`config.mk`:
```
export PLATFORM = sky130hd
export DESIGN_NAME = fbepc_ctrl
export DESIGN_NICKNAME = d
export VERILOG_FILES = /design/src/common/fbepc_pkg.sv /design/src/verilog/fbepc_ctrl.sv /design/src/verilog/fbepc_addr_map.sv
export SDC_FILE = /design/constraint.sdc
export NUM_CORES = 1
export LEC_CHECK = 0
export CORE_MARGIN = 3
export CORE_UTILIZATION = 35
export CTS_CLUSTER_DIAMETER = 120
export DETAILED_ROUTE_END_ITERATION = 8
export DONT_BUFFER_PORTS = 1
export PLACE_DENSITY = 0.53
export SYNTH_ARGS = -nofsm -noshare
export SYNTH_HDL_FRONTEND = slang
export SYNTH_SLANG_ARGS = --single-unit
```
`constraint.sdc`:
```
create_clock -name sys_clk -period 1.95 [get_ports sys_clk]
set_input_delay 0.2925 -clock sys_clk [delete_from_list [all_inputs] [get_ports sys_clk]]
set_output_delay 0.2925 -clock sys_clk [all_outputs]
set_load 0.02 [all_outputs]
```
`src/common/fbepc_pkg.sv`:
```
// constants and types for the flash bank, erase and program-write control block
package fbepc_pkg;
	localparam logic [13:0] ERASE_COMMAND_ADDR  = 14'h0094;
	localparam logic [13:0] PROG_CTRL_ADDR      = 14'h00B2;
	localparam logic [13:0] BANK_SELECT_ADDR    = 14'h00B6;
	localparam logic [13:0] PAGE_ERASE_ADDR     = 14'h00B7;
	localparam logic [13:0] FUSE_CTRL_ADDR      = 14'h20FD;
	localparam int          PWE_BIT             = 0;
	localparam int          ARM_BIT             = 1;
	localparam int          PAGE_LSB            = 2;
	localparam int          FOVR_BIT            = 4;
	localparam logic [7:0]  PAGE_ERASE_PATTERN  = 8'h55;
	localparam logic [7:0]  MASS_ERASE_PATTERN  = 8'hAA;
	localparam logic [7:0]  ERASE_DONE_PATTERN  = 8'h00;
	localparam int          BANK_WIDTH          = 3;
	localparam logic [2:0]  BANK_RESET          = 3'h1;
	localparam int          PAGE_WIDTH          = 6;
	localparam logic [5:0]  PAGE_RESET          = 6'h00;
	localparam int          OFFSET_WIDTH        = 15;
	localparam int          FLASH_ADDR_WIDTH    = 18;
	localparam int          FUSE_WIDTH          = 8;
	localparam int          ERASE_BUSY_CYCLES   = 16;
	typedef enum logic [1:0] {FBEPC_IDLE, FBEPC_PAGE, FBEPC_MASS} fbepc_erase_type;
endpackage

```
`src/verilog/fbepc_ctrl.sv`:
```
// flash bank select, erase launch, program write enable and fuse override
`timescale 1ns/1ps
module fbepc_ctrl #(
	parameter int BUSY_CYCLES = fbepc_pkg::ERASE_BUSY_CYCLES
) (
	// clock and reset
	input  wire logic                    sys_clk,
	input  wire logic                    rstn,
	// special-function register port from the core
	input  wire logic [13:0]             regAddr,
	input  wire logic                    regWrite,
	input  wire logic                    regRead,
	input  wire logic [7:0]              regWdata,
	output logic [7:0]                   regRdata,
	// core state
	input  wire logic                    intEnable,
	input  wire logic                    debugPortEnable,
	// core external-data moves
	input  wire logic [15:0]             codeAddr,
	input  wire logic [15:0]             dataPointer,
	input  wire logic [7:0]              accumulator,
	input  wire logic                    xdataStore,
	// fuse register
	input  wire logic [7:0]              fuseValue,
	output logic [7:0]                   fuseEffective,
	// flash array side and data RAM store
	output logic [17:0]                  flashReadAddr,
	output logic                         flashProgStrobe,
	output logic [17:0]                  flashProgAddr,
	output logic [7:0]                   flashProgData,
	output logic                         pageEraseStart,
	output logic                         massEraseStart,
	output logic [6:0]                   erasePage,
	output logic                         eraseBusy,
	output logic                         dataRamStore
);
	typedef struct packed {
		logic [2:0]                   bank;
		logic [5:0]                   page;
		logic                         arm;
		logic                         pwe;
		logic                         fovr;
		logic [7:0]                   fuseOvr;
		logic [7:0]                   fuseEff;
		logic [7:0]                   rdata;
		logic [17:0]                  readAddr;
		logic                         progStrobe;
		logic [17:0]                  progAddr;
		logic [7:0]                   progData;
		logic                         pageStart;
		logic                         massStart;
		logic [6:0]                   erPage;
		fbepc_pkg::fbepc_erase_type   erState;
		logic [7:0]                   busyCnt;
		logic                         ramStore;
		logic                         busy;
	} fbepc_state_type;

	fbepc_state_type state_ff;
	fbepc_state_type nxt_state;
	logic [17:0]     mapRead;
	logic [17:0]     mapStore;
	// decoded register writes, erase conditions and store routing
	logic            wrBank;
	logic            wrPage;
	logic            wrProg;
	logic            wrFuse;
	logic            wrErase;
	logic            patPage;
	logic            patMass;
	logic            patDone;
	logic            eraseIdle;
	logic            countDone;
	logic            pageGo;
	logic            massGo;
	logic            doneGo;
	logic            pweGo;
	logic            storeFlash;
	logic            storeRam;
	logic [6:0]      pageNumber;

	fbepc_addr_map #(.BANK_W(fbepc_pkg::BANK_WIDTH)) uReadMap (
		.coreAddr  (codeAddr),
		.bankSel   (state_ff.bank),
		.flashAddr (mapRead)
	);
	fbepc_addr_map #(.BANK_W(fbepc_pkg::BANK_WIDTH)) uStoreMap (
		.coreAddr  (dataPointer),
		.bankSel   (state_ff.bank),
		.flashAddr (mapStore)
	);

	// one strobe per register; bank is also reloaded when an erase launches, page on a page erase, arm on a mass erase
	assign wrBank     = regWrite && regAddr == fbepc_pkg::BANK_SELECT_ADDR;
	assign wrPage     = regWrite && regAddr == fbepc_pkg::PAGE_ERASE_ADDR;
	assign wrProg     = regWrite && regAddr == fbepc_pkg::PROG_CTRL_ADDR;
	assign wrFuse     = regWrite && regAddr == fbepc_pkg::FUSE_CTRL_ADDR;
	assign wrErase    = regWrite && regAddr == fbepc_pkg::ERASE_COMMAND_ADDR;

	assign patPage    = regWdata == fbepc_pkg::PAGE_ERASE_PATTERN;
	assign patMass    = regWdata == fbepc_pkg::MASS_ERASE_PATTERN;
	assign patDone    = regWdata == fbepc_pkg::ERASE_DONE_PATTERN;
	assign eraseIdle  = state_ff.erState == fbepc_pkg::FBEPC_IDLE;
	assign countDone  = state_ff.busyCnt == 8'h00;

	assign pageGo     = wrErase && patPage && eraseIdle;
	assign massGo     = wrErase && patMass && eraseIdle && state_ff.arm && debugPortEnable;
	// an early done pattern is ignored so a cycle never ends before its minimum time
	assign doneGo     = wrErase && patDone && !eraseIdle && countDone;
	assign pweGo      = wrProg && !intEnable;
	// bank and page form page number
	assign pageNumber = {state_ff.bank[0], state_ff.page};
	// store routing by program write enable
	assign storeFlash = xdataStore && state_ff.pwe;
	assign storeRam   = xdataStore && !state_ff.pwe;

	always_comb begin
		nxt_state            = state_ff;
		nxt_state.pageStart  = 1'b0;
		nxt_state.massStart  = 1'b0;
		nxt_state.progStrobe = 1'b0;
		nxt_state.ramStore   = 1'b0;
		nxt_state.readAddr   = mapRead;
		if (wrBank) begin
			nxt_state.bank = regWdata[fbepc_pkg::BANK_WIDTH-1:0];
		end
		if (wrPage) begin
			nxt_state.page = regWdata[fbepc_pkg::PAGE_LSB +: fbepc_pkg::PAGE_WIDTH];
		end
		if (wrProg) begin
			nxt_state.arm = regWdata[fbepc_pkg::ARM_BIT];
		end
		// arming is still taken while interrupts are on; only the enable bit is held
		if (pweGo) begin
			nxt_state.pwe = regWdata[fbepc_pkg::PWE_BIT];
		end
		if (wrFuse) begin
			nxt_state.fovr = regWdata[fbepc_pkg::FOVR_BIT];
			if (state_ff.fovr) begin
				nxt_state.fuseOvr = regWdata;
			end
		end

		// erase sequencing: launches only from idle, so a running cycle is never restarted
		case (state_ff.erState)
			fbepc_pkg::FBEPC_IDLE: begin
				if (pageGo) begin
					nxt_state.pageStart = 1'h1;
					nxt_state.erPage    = pageNumber;
					nxt_state.erState   = fbepc_pkg::FBEPC_PAGE;
					nxt_state.busyCnt   = 8'(BUSY_CYCLES);
					nxt_state.page      = fbepc_pkg::PAGE_RESET;
					nxt_state.bank      = fbepc_pkg::BANK_RESET;
				end else if (massGo) begin
					nxt_state.massStart = 1'h1;
					nxt_state.erState   = fbepc_pkg::FBEPC_MASS;
					nxt_state.busyCnt   = 8'(BUSY_CYCLES);
					nxt_state.arm       = 1'h0;
					nxt_state.bank      = fbepc_pkg::BANK_RESET;
				end
			end
			fbepc_pkg::FBEPC_PAGE: begin
				if (!countDone) begin
					nxt_state.busyCnt = state_ff.busyCnt - 8'h01;
				end
				if (doneGo) begin
					nxt_state.erState = fbepc_pkg::FBEPC_IDLE;
				end
			end
			fbepc_pkg::FBEPC_MASS: begin
				if (!countDone) begin
					nxt_state.busyCnt = state_ff.busyCnt - 8'h01;
				end
				if (doneGo) begin
					nxt_state.erState = fbepc_pkg::FBEPC_IDLE;
				end
			end
			default: begin
				nxt_state.erState = fbepc_pkg::FBEPC_IDLE;
				nxt_state.busyCnt = 8'h00;
			end
		endcase
		nxt_state.busy = nxt_state.erState != fbepc_pkg::FBEPC_IDLE;

		// override value is taken from the registered copy, two cycles after the write
		nxt_state.fuseEff = state_ff.fovr ? state_ff.fuseOvr : fuseValue;

		if (storeFlash) begin
			nxt_state.progStrobe = 1'h1;
			nxt_state.progAddr   = mapStore;
			nxt_state.progData   = accumulator;
		end
		if (storeRam) begin
			nxt_state.ramStore = 1'h1;
		end
		// read data moves only on a read, so it stands until the core asks again
		if (regRead) begin
			case (regAddr)
				fbepc_pkg::BANK_SELECT_ADDR: begin
					nxt_state.rdata = {5'h00, state_ff.bank};
				end
				fbepc_pkg::PROG_CTRL_ADDR: begin
					// arming bit is write only and reads back as zero
					nxt_state.rdata = {7'h00, state_ff.pwe};
				end
				fbepc_pkg::FUSE_CTRL_ADDR: begin
					nxt_state.rdata = {3'h0, state_ff.fovr, 4'h0};
				end
				default: begin
					nxt_state.rdata = 8'h00;
				end
			endcase
		end
	end

	always_ff @(posedge sys_clk or negedge rstn) begin
		if (!rstn) begin
			state_ff.bank       <= fbepc_pkg::BANK_RESET;
			state_ff.page       <= fbepc_pkg::PAGE_RESET;
			state_ff.arm        <= 1'h0;
			state_ff.pwe        <= 1'h0;
			state_ff.fovr       <= 1'h0;
			state_ff.fuseOvr    <= 8'h00;
			state_ff.fuseEff    <= 8'h00;
			state_ff.rdata      <= 8'h00;
			state_ff.readAddr   <= 18'h00000;
			state_ff.progStrobe <= 1'h0;
			state_ff.progAddr   <= 18'h00000;
			state_ff.progData   <= 8'h00;
			state_ff.pageStart  <= 1'h0;
			state_ff.massStart  <= 1'h0;
			state_ff.erPage     <= 7'h00;
			state_ff.erState    <= fbepc_pkg::FBEPC_IDLE;
			state_ff.busyCnt    <= 8'h00;
			state_ff.busy       <= 1'h0;
			state_ff.ramStore   <= 1'h0;
		end else begin
			state_ff <= nxt_state;
		end
	end

	// every output is a field of the registered state
	assign regRdata        = state_ff.rdata;
	assign fuseEffective   = state_ff.fuseEff;
	// flash read and program side
	assign flashReadAddr   = state_ff.readAddr;
	assign flashProgStrobe = state_ff.progStrobe;
	assign flashProgAddr   = state_ff.progAddr;
	assign flashProgData   = state_ff.progData;
	// erase side and data RAM store
	assign pageEraseStart  = state_ff.pageStart;
	assign massEraseStart  = state_ff.massStart;
	assign erasePage       = state_ff.erPage;
	assign eraseBusy       = state_ff.busy;
	assign dataRamStore    = state_ff.ramStore;
endmodule

```
`src/verilog/fbepc_addr_map.sv`:
```
// code-space to flash address mapping through the bank select field
`timescale 1ns/1ps
module fbepc_addr_map #(
	parameter int BANK_W = 3
) (
	// core side
	input  wire logic [15:0]                     coreAddr,
	input  wire logic [BANK_W-1:0]               bankSel,
	// flash side
	output logic [BANK_W+14:0]                   flashAddr
);
	// upper window banked; bank over offset
	always_comb begin
		if (coreAddr[15]) begin
			flashAddr = {bankSel, coreAddr[14:0]};
		end else begin
			flashAddr = {{BANK_W{1'b0}}, coreAddr[14:0]};
		end
	end
endmodule

```
Word-level counts from Yosys, hierarchy flattened
Cells that the tools add are included.
Widths: inputs -> output; s select.
{ "totals": {"elab_cells": 84, "input_bits": 77, "out_inout_bits": 72, "reg_bits": 102} }
{ "op_classes": {"n_mux": 25, "n_eq_ne": 11, "add_sub_neg": 1, "reduce_logical": 28} }
{ "op_table": {"columns": ["cell", "n"], "rows": [
  ["$eq 14x8->1 const B", 4],
  ["$mux 18", 2],
  ["$mux 10", 3],
  ["$mux 27", 1],
  ["$pmux 10 s2", 1],
  ["$logic_and 1x1->1", 17],
  ["$logic_not 8->1", 2],
  ["$mux 8", 2],
  ["$pmux 5 s3", 1],
  ["$eq 14x14->1 const B", 1],
  ["$mux 6", 2],
  ["$mux 3", 3],
  ["$mux 9", 1],
  ["$eq 8x7->1 const B", 1],
  ["$eq 8x8->1 const B", 1],
  ["$sub 8x1->8 const B", 1],
  ["$mux 1", 7],
  ["$mux 7", 1],
  ["$reduce_and 2->1", 3],
  ["$logic_not 1->1", 3],
  ["$ne 3x1->1 const B", 1],
  ["$eq 2x1->1 const B", 1],
  ["$eq 2x2->1 const B", 1],
  ["$logic_not 2->1", 1],
  ["other kinds (4)", 4]
]} }

Depth between registers and ports, before layout
Gate-level depths: netlist (run 1).
{ "logic_depth": {"depth_word": 10, "depth_mapped": 8} }

Modules after synthesis
Synthesis (run 1) repeated with hierarchy kept, for this count alone.
{ "unflattened": {"cells_unflattened": 397, "area_unflattened_um2": 4718.3} }
{ "modules_own_cells": {"columns": ["mod", "area_per_inst_um2", "cells_per_inst", "instances"], "rows": [
  ["fbepc_ctrl", 4455.5, 361, 1],
  ["fbepc_addr_map", 131.4, 18, 2]
]} }

Worst setup path after synthesis (run 1)
No wires, ideal clock.
{ "synth_path": {"path_type": "input-to-reg", "startpoint": "in regWdata[0]", "endpoint": "reg state_ff[3] (netlist bit)", "path_stages": 5, "arrival_ns": 2.107, "setup_slack_ns": -0.282, "required_time_ns": 1.825, "setup_ns": 0.125, "cell_sequence": "or4_4 or4_4 a21o_4 a21o_1 mux2_4"} }
{ "synth_via": {"elab_chain_len": 7, "word_cells_on_any_way": 12} }
{ "synth_rtl": {"columns": ["item", "line", "text"], "rows": [
  ["start: declaration", "fbepc_ctrl.sv:13", "input wire logic [7:0] regWdata,"],
  ["$eq 8x8->1", "fbepc_ctrl.sv:101", "assign patMass = regWdata == fbepc_pkg::MASS_ERASE_PATTERN;"],
  ["$logic_and 1x1->1 (4 in a row)", "fbepc_ctrl.sv:107", "assign massGo = wrErase && patMass && eraseIdle && state_ff.arm && debugPortEnable;"],
  ["$ne 3x1->1 (no source line)", null, null],
  ["$reduce_and 2->1 (no source line)", null, null],
  ["end signal: assignment", "fbepc_ctrl.sv:238", "state_ff <= nxt_state;"],
  ["end: declaration", "fbepc_ctrl.sv:59", "fbepc_state_type state_ff;"]
]} }
Parallel ways exist; a longest one is shown, timed or not.
A chain may end at the register's enable or synchronous reset.

Worst setup path in the final report (run 1)
Ends and elaborated chain as after synthesis.

==> results.md, run 1 <==
- Number of buffers added on ports: 0
- Number of buffers inserted by hold repair at cts: 15
- Minimum clock period: 1908 ps
- Sequential Area: 2454 um^2
- Startpoint type of the worst setup path: input pin
- Number of distinct standard cells referenced by the synthesized netlist: 50
- Die height: 119.4 um
- Global-route usage over all layers: 13.31%
- Number of synthesized register bits: 98
- RSZ-0062 raised after global routing: no
- Share of synthesized flip-flops with an asynchronous set or reset: 100.0%
- Post-route total power: 3.836 mW
- Layout Cell Area excl Fill: 4855 um^2
- Antenna violations before repair: 0
- Root cell of the clock tree: sky130_fd_sc_hd__clkbuf_16
- Worst EP arrival: 2140 ps
- Synthesized area per cell: 11.99 um^2
- IR Drop Worst-Case VDD: 0.2837 mV
- Drc violations: 0
- Multi-input logic area: 1525 um^2
- Die outline area: 14,240 um^2
- Pre-CTS setup slack: -297.1 ps
- Initial drt markers: 148
- Placer Congestion: 0.7817
- First-pass iteration count of the detailed router: 4
- Failing checks: negative hold slack
- Total number of H-tree levels: 3
- Met2 wire len: 4325 um
- Max-capacitance violation count: 0
- Layout Area Growth over Synthesis: 7.958%
- Clk_lat worst skew: 350 ps
- Final standard cell utilization of the core: 39.59%
- Final worst setup slack: 42.48 ps
- Uppermost signal routing layer after detailed routing: met4
- Highest clock frequency the design can meet: 0.5242 GHz
- Capturing element type of the critical path: flip-flop
- Standby leakage power: 2.301 nW
- Post-synthesis instance area: 4497 um^2
- Horizontal die dimension: 119.4 um
- Post-layout nets: 431
- Number of buffers on the longest clock path: 2
- Worst R2R Path Depth: 5
- Fraction of the cycle the final worst path needs: 97.82%
- Hold Violations, Final: 98
- # rows: 40
- Sequential share of the synthesized area: 54.56%
- Area of the core region: 12,260 um^2
- Antenna cell count: 0
- Worst hold margin: -364.7 ps
- Detailed-route wire length on metal 1: 3763 um
- Most used cells in the layout excluding fill and tap cells: sky130_fd_sc_hd__dfrtp_1 (97), sky130_fd_sc_hd__mux2_2 (50), sky130_fd_sc_hd__nor2_1 (25), sky130_fd_sc_hd__buf_4 (25)
- Total via count after detailed routing: 2,548
- Synth warnings: 0
- Pin count of the biggest net entering global routing: 99
- Number of fill cells in the layout: 1,179
- Worst min-delay path class: in -> async
- Number of vias per cell: 4.863
- I/O pin count: 149
- TritonCTS Buffers: 9
- Maximum clock skew at final layout: 5.547 ps
- First-pass GRT wire length: 14,650 um
- Top flip-flop cell by instance count after synthesis: sky130_fd_sc_hd__dfrtp_1
- Fraction of layout cells with a size suffix above 1: 30.34%
- R2R Setup Slk: 60 ps
- Run status: complete, but fails checks
- Vias in the first global route: 2,733
- Worst-path fanout max: 6
- HPWL after DPL: 6626 um
- Number of synthesized flops with an enable pin: 0
- Worst r2r src: state_ff[6]$_DFFE_PN0P_
- Total wirelength of the detailed-routed design: 9226 um
- Effective utilization at floorplan: 36.67%
- Final Slew Violations: 0
- Final count of negative-setup-slack endpoints: 0
- Required @ worst endpoint: 2180 ps
- Clock Sink Count: 98
- Most frequent standard cell in the layout excluding fill and tap cells: sky130_fd_sc_hd__dfrtp_1
- Final setup TNS: 0 ps
- Total met3 wirelength after detailed routing: 964 um
- Register clock-pin slew on the reported worst setup and hold paths: 70 ps
- Capture instance of the worst register-to-register path: state_ff[3]$_DFFE_PN0P_
- Number of nets with antenna violations after detailed routing: 0
- Cell count after synthesis: 375
- WL/cell: 17.61 um
- Areal power density over the cells: 790.2 nW/um^2
- Total global routing overflow: 0
- CTS tree: done
- Type of the worst setup path: in -> reg
- Instance area at placement: 4389 um^2
## cells in the mapped netlist, drive strengths merged (2+ instances only)
cell type	instances	area [um^2]
and2	4	25.02
a21o	2	22.52
and4	2	17.52
and3	2	12.51
a21oi	4	20.02
a22o	2	17.52
clkbuf	9	33.78
or4b	2	20.02
or4	3	30.03
a211oi	4	35.03
a31oi	3	18.77
ha	3	37.54
nand4	3	18.77
inv	13	48.80
o32ai	4	35.03
o22ai	3	18.77
mux2	51	578.1
nor4	4	25.02
buf	69	511.7
mux2i	10	100.1
a211o	3	26.28
nand2	15	56.30
nor2	25	93.84
nand2b	2	12.51
nor4b	2	17.52
nand3b	2	15.01
nor3	6	30.03
o21ai	5	25.02
nor2b	2	12.51
nand3	6	30.03
dfrtp	97	2427
## area by class of cell
type | count | share of cell area, %
well taps | 168 | 4.330
flip-flops and latches | 98 | 50.54
inverters | 13 | 1.005
repair buffers | 40 | 6.959
clock buffers | 9 | 4.639
multi-input cells | 189 | 31.42
clock inverters | 7 | 1.108
## power by group
group	switching, mW	internal (mW)	total, mW
registers	0.0478	2.06	2.11
logic	0.0240	0.0439	0.0679
clock network	0.790	0.871	1.66
## metal layers
| metal | up-vias | GRT usage (%) |
|---|---|---|
| met3 | 12 | 5.793 |
| met4 | 0 | 6.442 |
| met1 | 1248 | 15.75 |
| li1 | 1180 | - |
| met5 | - | 0 |
| met2 | 108 | 20.70 |
## registers in the layout, indices dropped and copies added (netlist names), 4 cells and up
signal / count
flashReadAddr: 18
flashProgData: 8
pageNumber: 7
regRdata: 4
state_ff: 23
fuseEffective: 8
flashProgAddr: 18
erasePage: 7
## what timing repair did
item	in CTS	in global routing
pin swaps	0	1
hold endpoints to repair	113	98
endpoints found under the setup margin	3	5
buffers inserted	0	0
resized for setup	1	5
## stage by stage
stage	instances	hold WS, ps
2_1_floorplan	378	-3.091
3_3_place_gp	493	-0.5962
3_5_place_dp	493	-0.4141
4_1_cts	524	-386.7
5_1_grt	524	-391.4
6_report	524	-364.7
## worst max path at each step
stage,end,slack (ps),cells past startpoint,start
floorplan,state_ff[3]$_DFFE_PN0P_,-260,5,regWdata[0]
CTS,state_ff[9]$_DFFE_PN0P_,60,5,state_ff[5]$_DFFE_PN0P_
global route,state_ff[3]$_DFFE_PN0P_,2,5,state_ff[92]$_DFF_PN0_
finish,state_ff[3]$_DFFE_PN0P_,40,5,regWdata[0]
detailed placement,state_ff[3]$_DFFE_PN0P_,-300,5,regWdata[0]
global placement,state_ff[3]$_DFFE_PN0P_,-300,5,regWdata[0]
## critical path, cell delays in order
cell	delay, ps
sky130_fd_sc_hd__or4_4	520
sky130_fd_sc_hd__or4_4	500
sky130_fd_sc_hd__a21o_4	260
sky130_fd_sc_hd__a21o_1	250
sky130_fd_sc_hd__mux2_4	310
## kinds of logic after synthesis
family	share of synthesized area, %
AND/OR/NAND/NOR	10.60
other	0.08339
buffers and inverters	13.22
adder cells (fa/ha/maj)	0.8348
AO/OA/AOI/OAI	5.621
multiplexers	15.08
flip-flops	54.56
(Power assumes the default switching activity.)
==> run 2: changes to the inputs <==
--- a/config.mk
+++ b/config.mk
@@ -11,6 +11,7 @@
 export DETAILED_ROUTE_END_ITERATION = 8
 export DONT_BUFFER_PORTS = 1
 export PLACE_DENSITY = 0.53
+export REMOVE_ABC_BUFFERS = 1
 export SYNTH_ARGS = -nofsm -noshare
 export SYNTH_HDL_FRONTEND = slang
 export SYNTH_SLANG_ARGS = --single-unit
==> results.md, run 2 (synthesized netlist as in run 1, its figures left out) <==
- Run status: complete, but fails checks
- Failing checks: negative hold slack
- Clk_lat worst skew: 340 ps
- Area of the core region: 12,260 um^2
- Number of buffers added on ports: 0
- Fraction of power spent switching nets: 20.02%
- Die outline area: 14,240 um^2
- Placer Congestion: 0.8100
- First-pass GRT wire length: 15,100 um
- TritonCTS Buffers: 9
- First-pass iteration count of the detailed router: 4
- Pre-CTS setup slack: -329.1 ps
- Clock Sink Count: 98
- Areal power density over the cells: 856.1 nW/um^2
- Root cell of the clock tree: sky130_fd_sc_hd__clkbuf_16
- Initial drt markers: 115
- WL/cell: 18.39 um
- Max-capacitance violation count: 0
- Maximum clock skew at final layout: 6.513 ps
- Clock network fraction of design power: 48.4%
- Capture instance of the worst register-to-register path: state_ff[2]$_DFFE_PN0P_
- Post-route total power: 4.207 mW
- Final standard cell utilization of the core: 40.08%
- Drc violations: 0
- Minimum clock period: 1904 ps
- Vias in the first global route: 2,728
- Layout Cell Area excl Fill: 4915 um^2
- Total global routing overflow: 0
- Largest register FFs: 23
- Post-layout nets: 434
- Fraction of layout cells with a size suffix above 1: 30.36%
- R2R Setup Slk: 100 ps
- Effective utilization at floorplan: 36.67%
- Number of nets with antenna violations after detailed routing: 0
- I/O pin count: 149
- Highest clock frequency the design can meet: 0.5252 GHz
- Register with the most flip-flops: state_ff
- Chain of cells forming the critical path: or4_4 > or4_4 > a21o_4 > a21o_4 > mux2_4
- Most used cells in the layout excluding fill and tap cells: sky130_fd_sc_hd__dfrtp_1 (97), sky130_fd_sc_hd__mux2_2 (50), sky130_fd_sc_hd__buf_4 (28)
- Final setup TNS: 0 ps
- Worst EP arrival: 2130 ps
- RSZ-0062 raised after global routing: no
- Worst R2R Path Depth: 6
- IR Drop Worst-Case VDD: 0.3203 mV
- Total wirelength of the detailed-routed design: 9689 um
- Global-route usage over all layers: 13.75%
- Antenna cell count: 0
- Combinational fraction of design power: 1.5%
- Number of cells in the finished layout apart from fillers: 527
- Placed Cells incl. Taps: 496
- Startpoint type of the worst setup path: input pin
- Total via count after detailed routing: 2,608
- Post-CTS setup buffer count: 0
- Pin count of the biggest net entering global routing: 99
- Die height: 119.4 um
- Switch Pwr: 0.8423 mW
- Number of vias per cell: 4.949
- Fraction of the cycle the final worst path needs: 97.65%
- Horizontal die dimension: 119.4 um
- Required @ worst endpoint: 2180 ps
- Final count of negative-setup-slack endpoints: 0
- Worst-path fanout max: 6
- # rows: 40
- HPWL after DPL: 7211 um
- Final Slew Violations: 0
- CTS tree: done
- Most frequent standard cell in the layout excluding fill and tap cells: sky130_fd_sc_hd__dfrtp_1
- Slowest Stage Delay on Critical Path: 540 ps
- Register clock-pin slew on the reported worst setup and hold paths: 70 ps
- Hold Violations, Final: 98
- Final worst setup slack: 45.84 ps
- Number of fill cells in the layout: 1,193
- Worst r2r src: state_ff[6]$_DFFE_PN0P_
- Instance area at placement: 4383 um^2
- Slowest library cell on the worst path: sky130_fd_sc_hd__or4_4
- Layout Area Growth over Synthesis: 9.293%
- Type of the worst setup path: in -> reg
- Number of buffers inserted by hold repair at cts: 15
- Internal power consumption: 3.365 mW
- Antenna violations before repair: 0
- Worst min-delay path class: in -> async
- Flop pwr share: 50.1%
- Capturing element type of the critical path: flip-flop
- Worst hold margin: -360.9 ps
- Total number of H-tree levels: 3
- Standby leakage power: 2.344 nW
- Number of buffers on the longest clock path: 2
## run 2: cell types whose count changed in the layout (fill, tap and decap cells not counted), moves of 2 or more
| cell | delta |
|---|---|
| sky130_fd_sc_hd__bufinv_16 | +3 |
| sky130_fd_sc_hd__or4b_2 | +2 |
| sky130_fd_sc_hd__clkinvlp_4 | -3 |
| sky130_fd_sc_hd__or4b_4 | -2 |
| sky130_fd_sc_hd__buf_4 | +3 |
## run 2: power by group through the flow
stage | registers, mW | clock network (mW) | logic [mW]
2_1_floorplan | 2.14 | 0 | 0.0320
3_3_place_gp | 2.15 | 0 | 0.0383
3_5_place_dp | 2.15 | 0 | 0.0392
4_1_cts | 2.11 | 2.11 | 0.0638
5_1_grt | 2.11 | 2.19 | 0.0684
6_report | 2.11 | 2.03 | 0.0634
## run 2: area by class of cell
| type | count | area, um^2 | share of cell area (%) |
|---|---|---|---|
| Timing Repair Buffer | 43 | 360.3 | 7.332 |
| Multi-Input combinational cell | 189 | 1498 | 30.47 |
| Inverter | 13 | 48.80 | 0.9929 |
| Tap cell | 168 | 210.2 | 4.277 |
| Clock buffer | 10 | 229.0 | 4.659 |
| Clock inverter | 6 | 115.1 | 2.342 |
| Sequential cell | 98 | 2454 | 49.92 |
## run 2: worst max-delay path by stage
stage | start | endpoint | slack (ps) | depth (start not counted)
floorplan | regAddr[9] | erasePage[0]$_DFFE_PN0P_ | -340 | 4
global route | state_ff[6]$_DFFE_PN0P_ | state_ff[2]$_DFFE_PN0P_ | 9 | 6
finish | regWdata[0] | state_ff[3]$_DFFE_PN0P_ | 50 | 5
global placement | regWdata[0] | state_ff[3]$_DFFE_PN0P_ | -310 | 5
CTS | regWdata[0] | state_ff[5]$_DFFE_PN0P_ | 40 | 5
detailed placement | regWdata[0] | state_ff[3]$_DFFE_PN0P_ | -330 | 5
## run 2: repair_timing
item | CTS | global route
endpoints found under the setup margin | 0 | 9
resized for setup | 0 | 7
endpoints found under the hold margin | 113 | 98
## run 2: critical path: cells and delay by family
kind               cells  cell delay (ps)
AOI/OAI and AO/OA      2              490
muxes                  1              290
and+or+nand+nor        2             1060
## run 2: per-layer routing
metal / vias up / wire [um] / global-route usage, %
met5: - / 0 / 0
met4: 0 / 110 / 5.225
met3: 8 / 1075 / 6.363
met2: 115 / 4490 / 22.01
met1: 1295 / 4012 / 16.11
li1: 1190 / - / -
==> run 3: changes to the inputs <==
--- a/config.mk
+++ b/config.mk
@@ -6,12 +6,13 @@
 export NUM_CORES = 1
 export LEC_CHECK = 0
 export CORE_MARGIN = 3
-export CORE_UTILIZATION = 35
+export CORE_UTILIZATION = 31
 export CTS_CLUSTER_DIAMETER = 120
 export DETAILED_ROUTE_END_ITERATION = 8
 export DONT_BUFFER_PORTS = 1
-export PLACE_DENSITY = 0.53
+export PLACE_DENSITY = 0.48
 export REMOVE_ABC_BUFFERS = 1
 export SYNTH_ARGS = -nofsm -noshare
 export SYNTH_HDL_FRONTEND = slang
+export SYNTH_HIERARCHICAL = 1
 export SYNTH_SLANG_ARGS = --single-unit
==> results.md, run 3 <==
- Area share of the leading cell type in the synthesized netlist: 51.45%
- Worst hold margin: -368.9 ps
- TritonCTS Buffers: 9
- Synth cell count leaders: sky130_fd_sc_hd__buf_4 (97), sky130_fd_sc_hd__dfrtp_1 (97), sky130_fd_sc_hd__mux2_2 (52)
- I/O pin count: 149
- Drc violations: 0
- CTS tree: done
- Pin count of the biggest net entering global routing: 99
- Largest register FFs: 23
- Capture instance of the worst register-to-register path: state_ff[3]$_DFFE_PN0P_
- Most frequent standard cell in the layout excluding fill and tap cells: sky130_fd_sc_hd__dfrtp_1
- Number of distinct standard cells referenced by the synthesized netlist: 45
- Worst-path fanout max: 5
- Maximum clock skew at final layout: 8.315 ps
- Instance area at placement: 4461 um^2
- Number of vias per cell: 4.784
- Setup crit end: state_ff[3]$_DFFE_PN0P_
- Number of buffers inserted by hold repair at cts: 15
- Number of synthesized register bits: 98
- Hold Violations, Final: 98
- WL/cell: 18.30 um
- Clock Sink Count: 98
- Highest clock frequency the design can meet: 0.5391 GHz
- RSZ-0062 raised after global routing: no
- Worst R2R Path Depth: 7
- Pre-CTS setup slack: -172.2 ps
- Share of synthesized flip-flops with an asynchronous set or reset: 100.0%
- Synthesized area per cell: 11.88 um^2
- Antenna violations before repair: 0
- Run status: complete, but fails checks
- Max-capacitance violation count: 0
- Global-route usage over all layers: 11.69%
- Worst r2r src: state_ff[10]$_DFF_PN0_
- Top cells by area in the synthesized netlist: sky130_fd_sc_hd__dfrtp_1 (51%), sky130_fd_sc_hd__buf_4 (15%), sky130_fd_sc_hd__mux2_2 (12%), sky130_fd_sc_hd__mux2i_1 (2.1%), sky130_fd_sc_hd__nor2_1 (1.8%)
- Number of nets with antenna violations after detailed routing: 0
- Initial drt markers: 113
- Areal power density over the cells: 787.8 nW/um^2
- Antenna cell count: 0
- Fraction of the cycle the final worst path needs: 95.12%
- Worst EP arrival: 2100 ps
- Cell type contributing the most total cell area after synthesis: sky130_fd_sc_hd__dfrtp_1
- Vias in the first global route: 2,579
- Required @ worst endpoint: 2190 ps
- Number of buffers on the longest clock path: 2
- Worst min-delay path class: in -> async
- IR Drop Worst-Case VDD: 0.4135 mV
- Post-layout nets: 437
- HPWL after DPL: 7445 um
- Standby leakage power: 2.324 nW
- Number of synthesized flops with an enable pin: 0
- First-pass iteration count of the detailed router: 4
- Total wirelength of the detailed-routed design: 9990 um
- Cell count after synthesis: 397
- R2R Setup Slk: 100 ps
- Startpoint type of the worst setup path: flip-flop
- Die outline area: 16,740 um^2
- Layout Cell Area excl Fill: 4942 um^2
- Number of buffers added on ports: 0
- Die height: 129.4 um
- Synth warnings: 6
- Sequential share of the synthesized area: 52.00%
- # rows: 44
- Most used cells in the layout excluding fill and tap cells: sky130_fd_sc_hd__dfrtp_1 (97), sky130_fd_sc_hd__mux2_2 (52), sky130_fd_sc_hd__buf_4 (33)
- Horizontal die dimension: 129.4 um
- Capturing element type of the critical path: flip-flop
- Type of the worst setup path: reg -> reg
- CP startpoint: state_ff[10]$_DFF_PN0_
- Register clock-pin slew on the reported worst setup and hold paths: 70 ps
- Root cell of the clock tree: sky130_fd_sc_hd__clkbuf_16
- Minimum clock period: 1855 ps
- Top flip-flop cell by instance count after synthesis: sky130_fd_sc_hd__dfrtp_1
- Clk_lat worst skew: 350 ps
- First-pass GRT wire length: 14,630 um
- Effective utilization at floorplan: 32.10%
- Area of the core region: 14,700 um^2
- Post-synthesis instance area: 4718 um^2
- Final Slew Violations: 0
- Layout Area Growth over Synthesis: 4.747%
- Placer Congestion: 0.7384
- Final worst setup slack: 95.20 ps
- Total number of H-tree levels: 3
- Fraction of layout cells with a size suffix above 1: 32.60%
- Register with the most flip-flops: state_ff
- Total global routing overflow: 0
- Final count of negative-setup-slack endpoints: 0
- Total via count after detailed routing: 2,612
- Post-route total power: 3.894 mW
- Failing checks: negative hold slack
## run 3: changes by cell type after synthesis, moves of 4 or more
cell and change:
sky130_fd_sc_hd__and2_1 +5, sky130_fd_sc_hd__buf_4 +30, sky130_fd_sc_hd__clkbuf_1 -5, sky130_fd_sc_hd__inv_1 -4, sky130_fd_sc_hd__nand2_1 -9, sky130_fd_sc_hd__nor2b_1 +4, sky130_fd_sc_hd__o32ai_1 -4
## run 3: how the worst min path moves through the flow
stage | slack, ps | start | to | cells after the start
final | -370 | rstn | flashReadAddr[11]$_DFF_PN0_ | 0
after global placement | -0.5 | rstn | flashReadAddr[5]$_DFF_PN0_ | 0
after global routing | -390 | rstn | state_ff[82]$_DFFE_PN0P_ | 0
after detailed placement | -1 | rstn | flashReadAddr[11]$_DFF_PN0_ | 0
after CTS | -390 | rstn | fuseEffective[5]$_DFF_PN0_ | 0
after floorplan | -3 | rstn | dataRamStore$_DFF_PN0_ | 0
## run 3: kinds of logic after synthesis
| group | Yosys count | synth area share, % |
|---|---|---|
| compound gates | 32 | 4.747 |
| flops | 98 | 52.00 |
| other cells | 1 | 0.07948 |
| simple gates | 87 | 10.48 |
| buf+inv | 112 | 16.81 |
| mux | 64 | 15.09 |
| fa+ha+maj | 3 | 0.7956 |
## run 3: repair_timing
action                                  CTS  global route
endpoints found under the setup margin    1             9
resized for setup                         3             8
setup buffers                             0             1
pin swaps                                 1             6
hold endpoints to repair                113            98
## run 3: metrics by stage
stage / TNS [ps] / std cells / utilization, %
after CTS: 0 / 545 / 33.34
after global routing: 0 / 546 / 33.62
final: 0 / 546 / 33.62
after floorplan: -955.9 / 297 / -
after detailed placement: -1932 / 514 / 30.35
after global placement: -1383 / 514 / 30.35
## run 3: worst max-delay path, cell delays in order, from the launching register on
cell                      delay [ps]
sky130_fd_sc_hd__dfrtp_1         390
sky130_fd_sc_hd__inv_2            70
sky130_fd_sc_hd__ha_4            120
sky130_fd_sc_hd__nand4_1          80
sky130_fd_sc_hd__or3_4           340
sky130_fd_sc_hd__a22o_4          240
sky130_fd_sc_hd__a21o_1          200
sky130_fd_sc_hd__mux2_4          300
## run 3: power breakdown
part	switching (mW)	total, mW	internal (mW)
registers	0.0492	2.11	2.06
clock network	0.832	1.72	0.890
logic	0.0224	0.0630	0.0406
total	0.904	3.89	2.99
## run 3: metal layers
layer | GRT usage, % | vias to the layer above | share of wire (%)
li1 | - | 1187 | -
met1 | 13.79 | 1284 | 40
met2 | 18.48 | 125 | 47
met3 | 4.905 | 16 | 11
met4 | 5.497 | 0 | 2.0
met5 | 0 | - | 0
## run 3: final cells by class
cell class,instances,area (um^2)
clock buffers,9,225.2
fillers,1428,9757
repair buffers,49,417.9
inverters,9,33.78
flip-flops and latches,98,2454
well taps,184,230.2
multi-input cells,190,1521
clock inverters,7,60.06
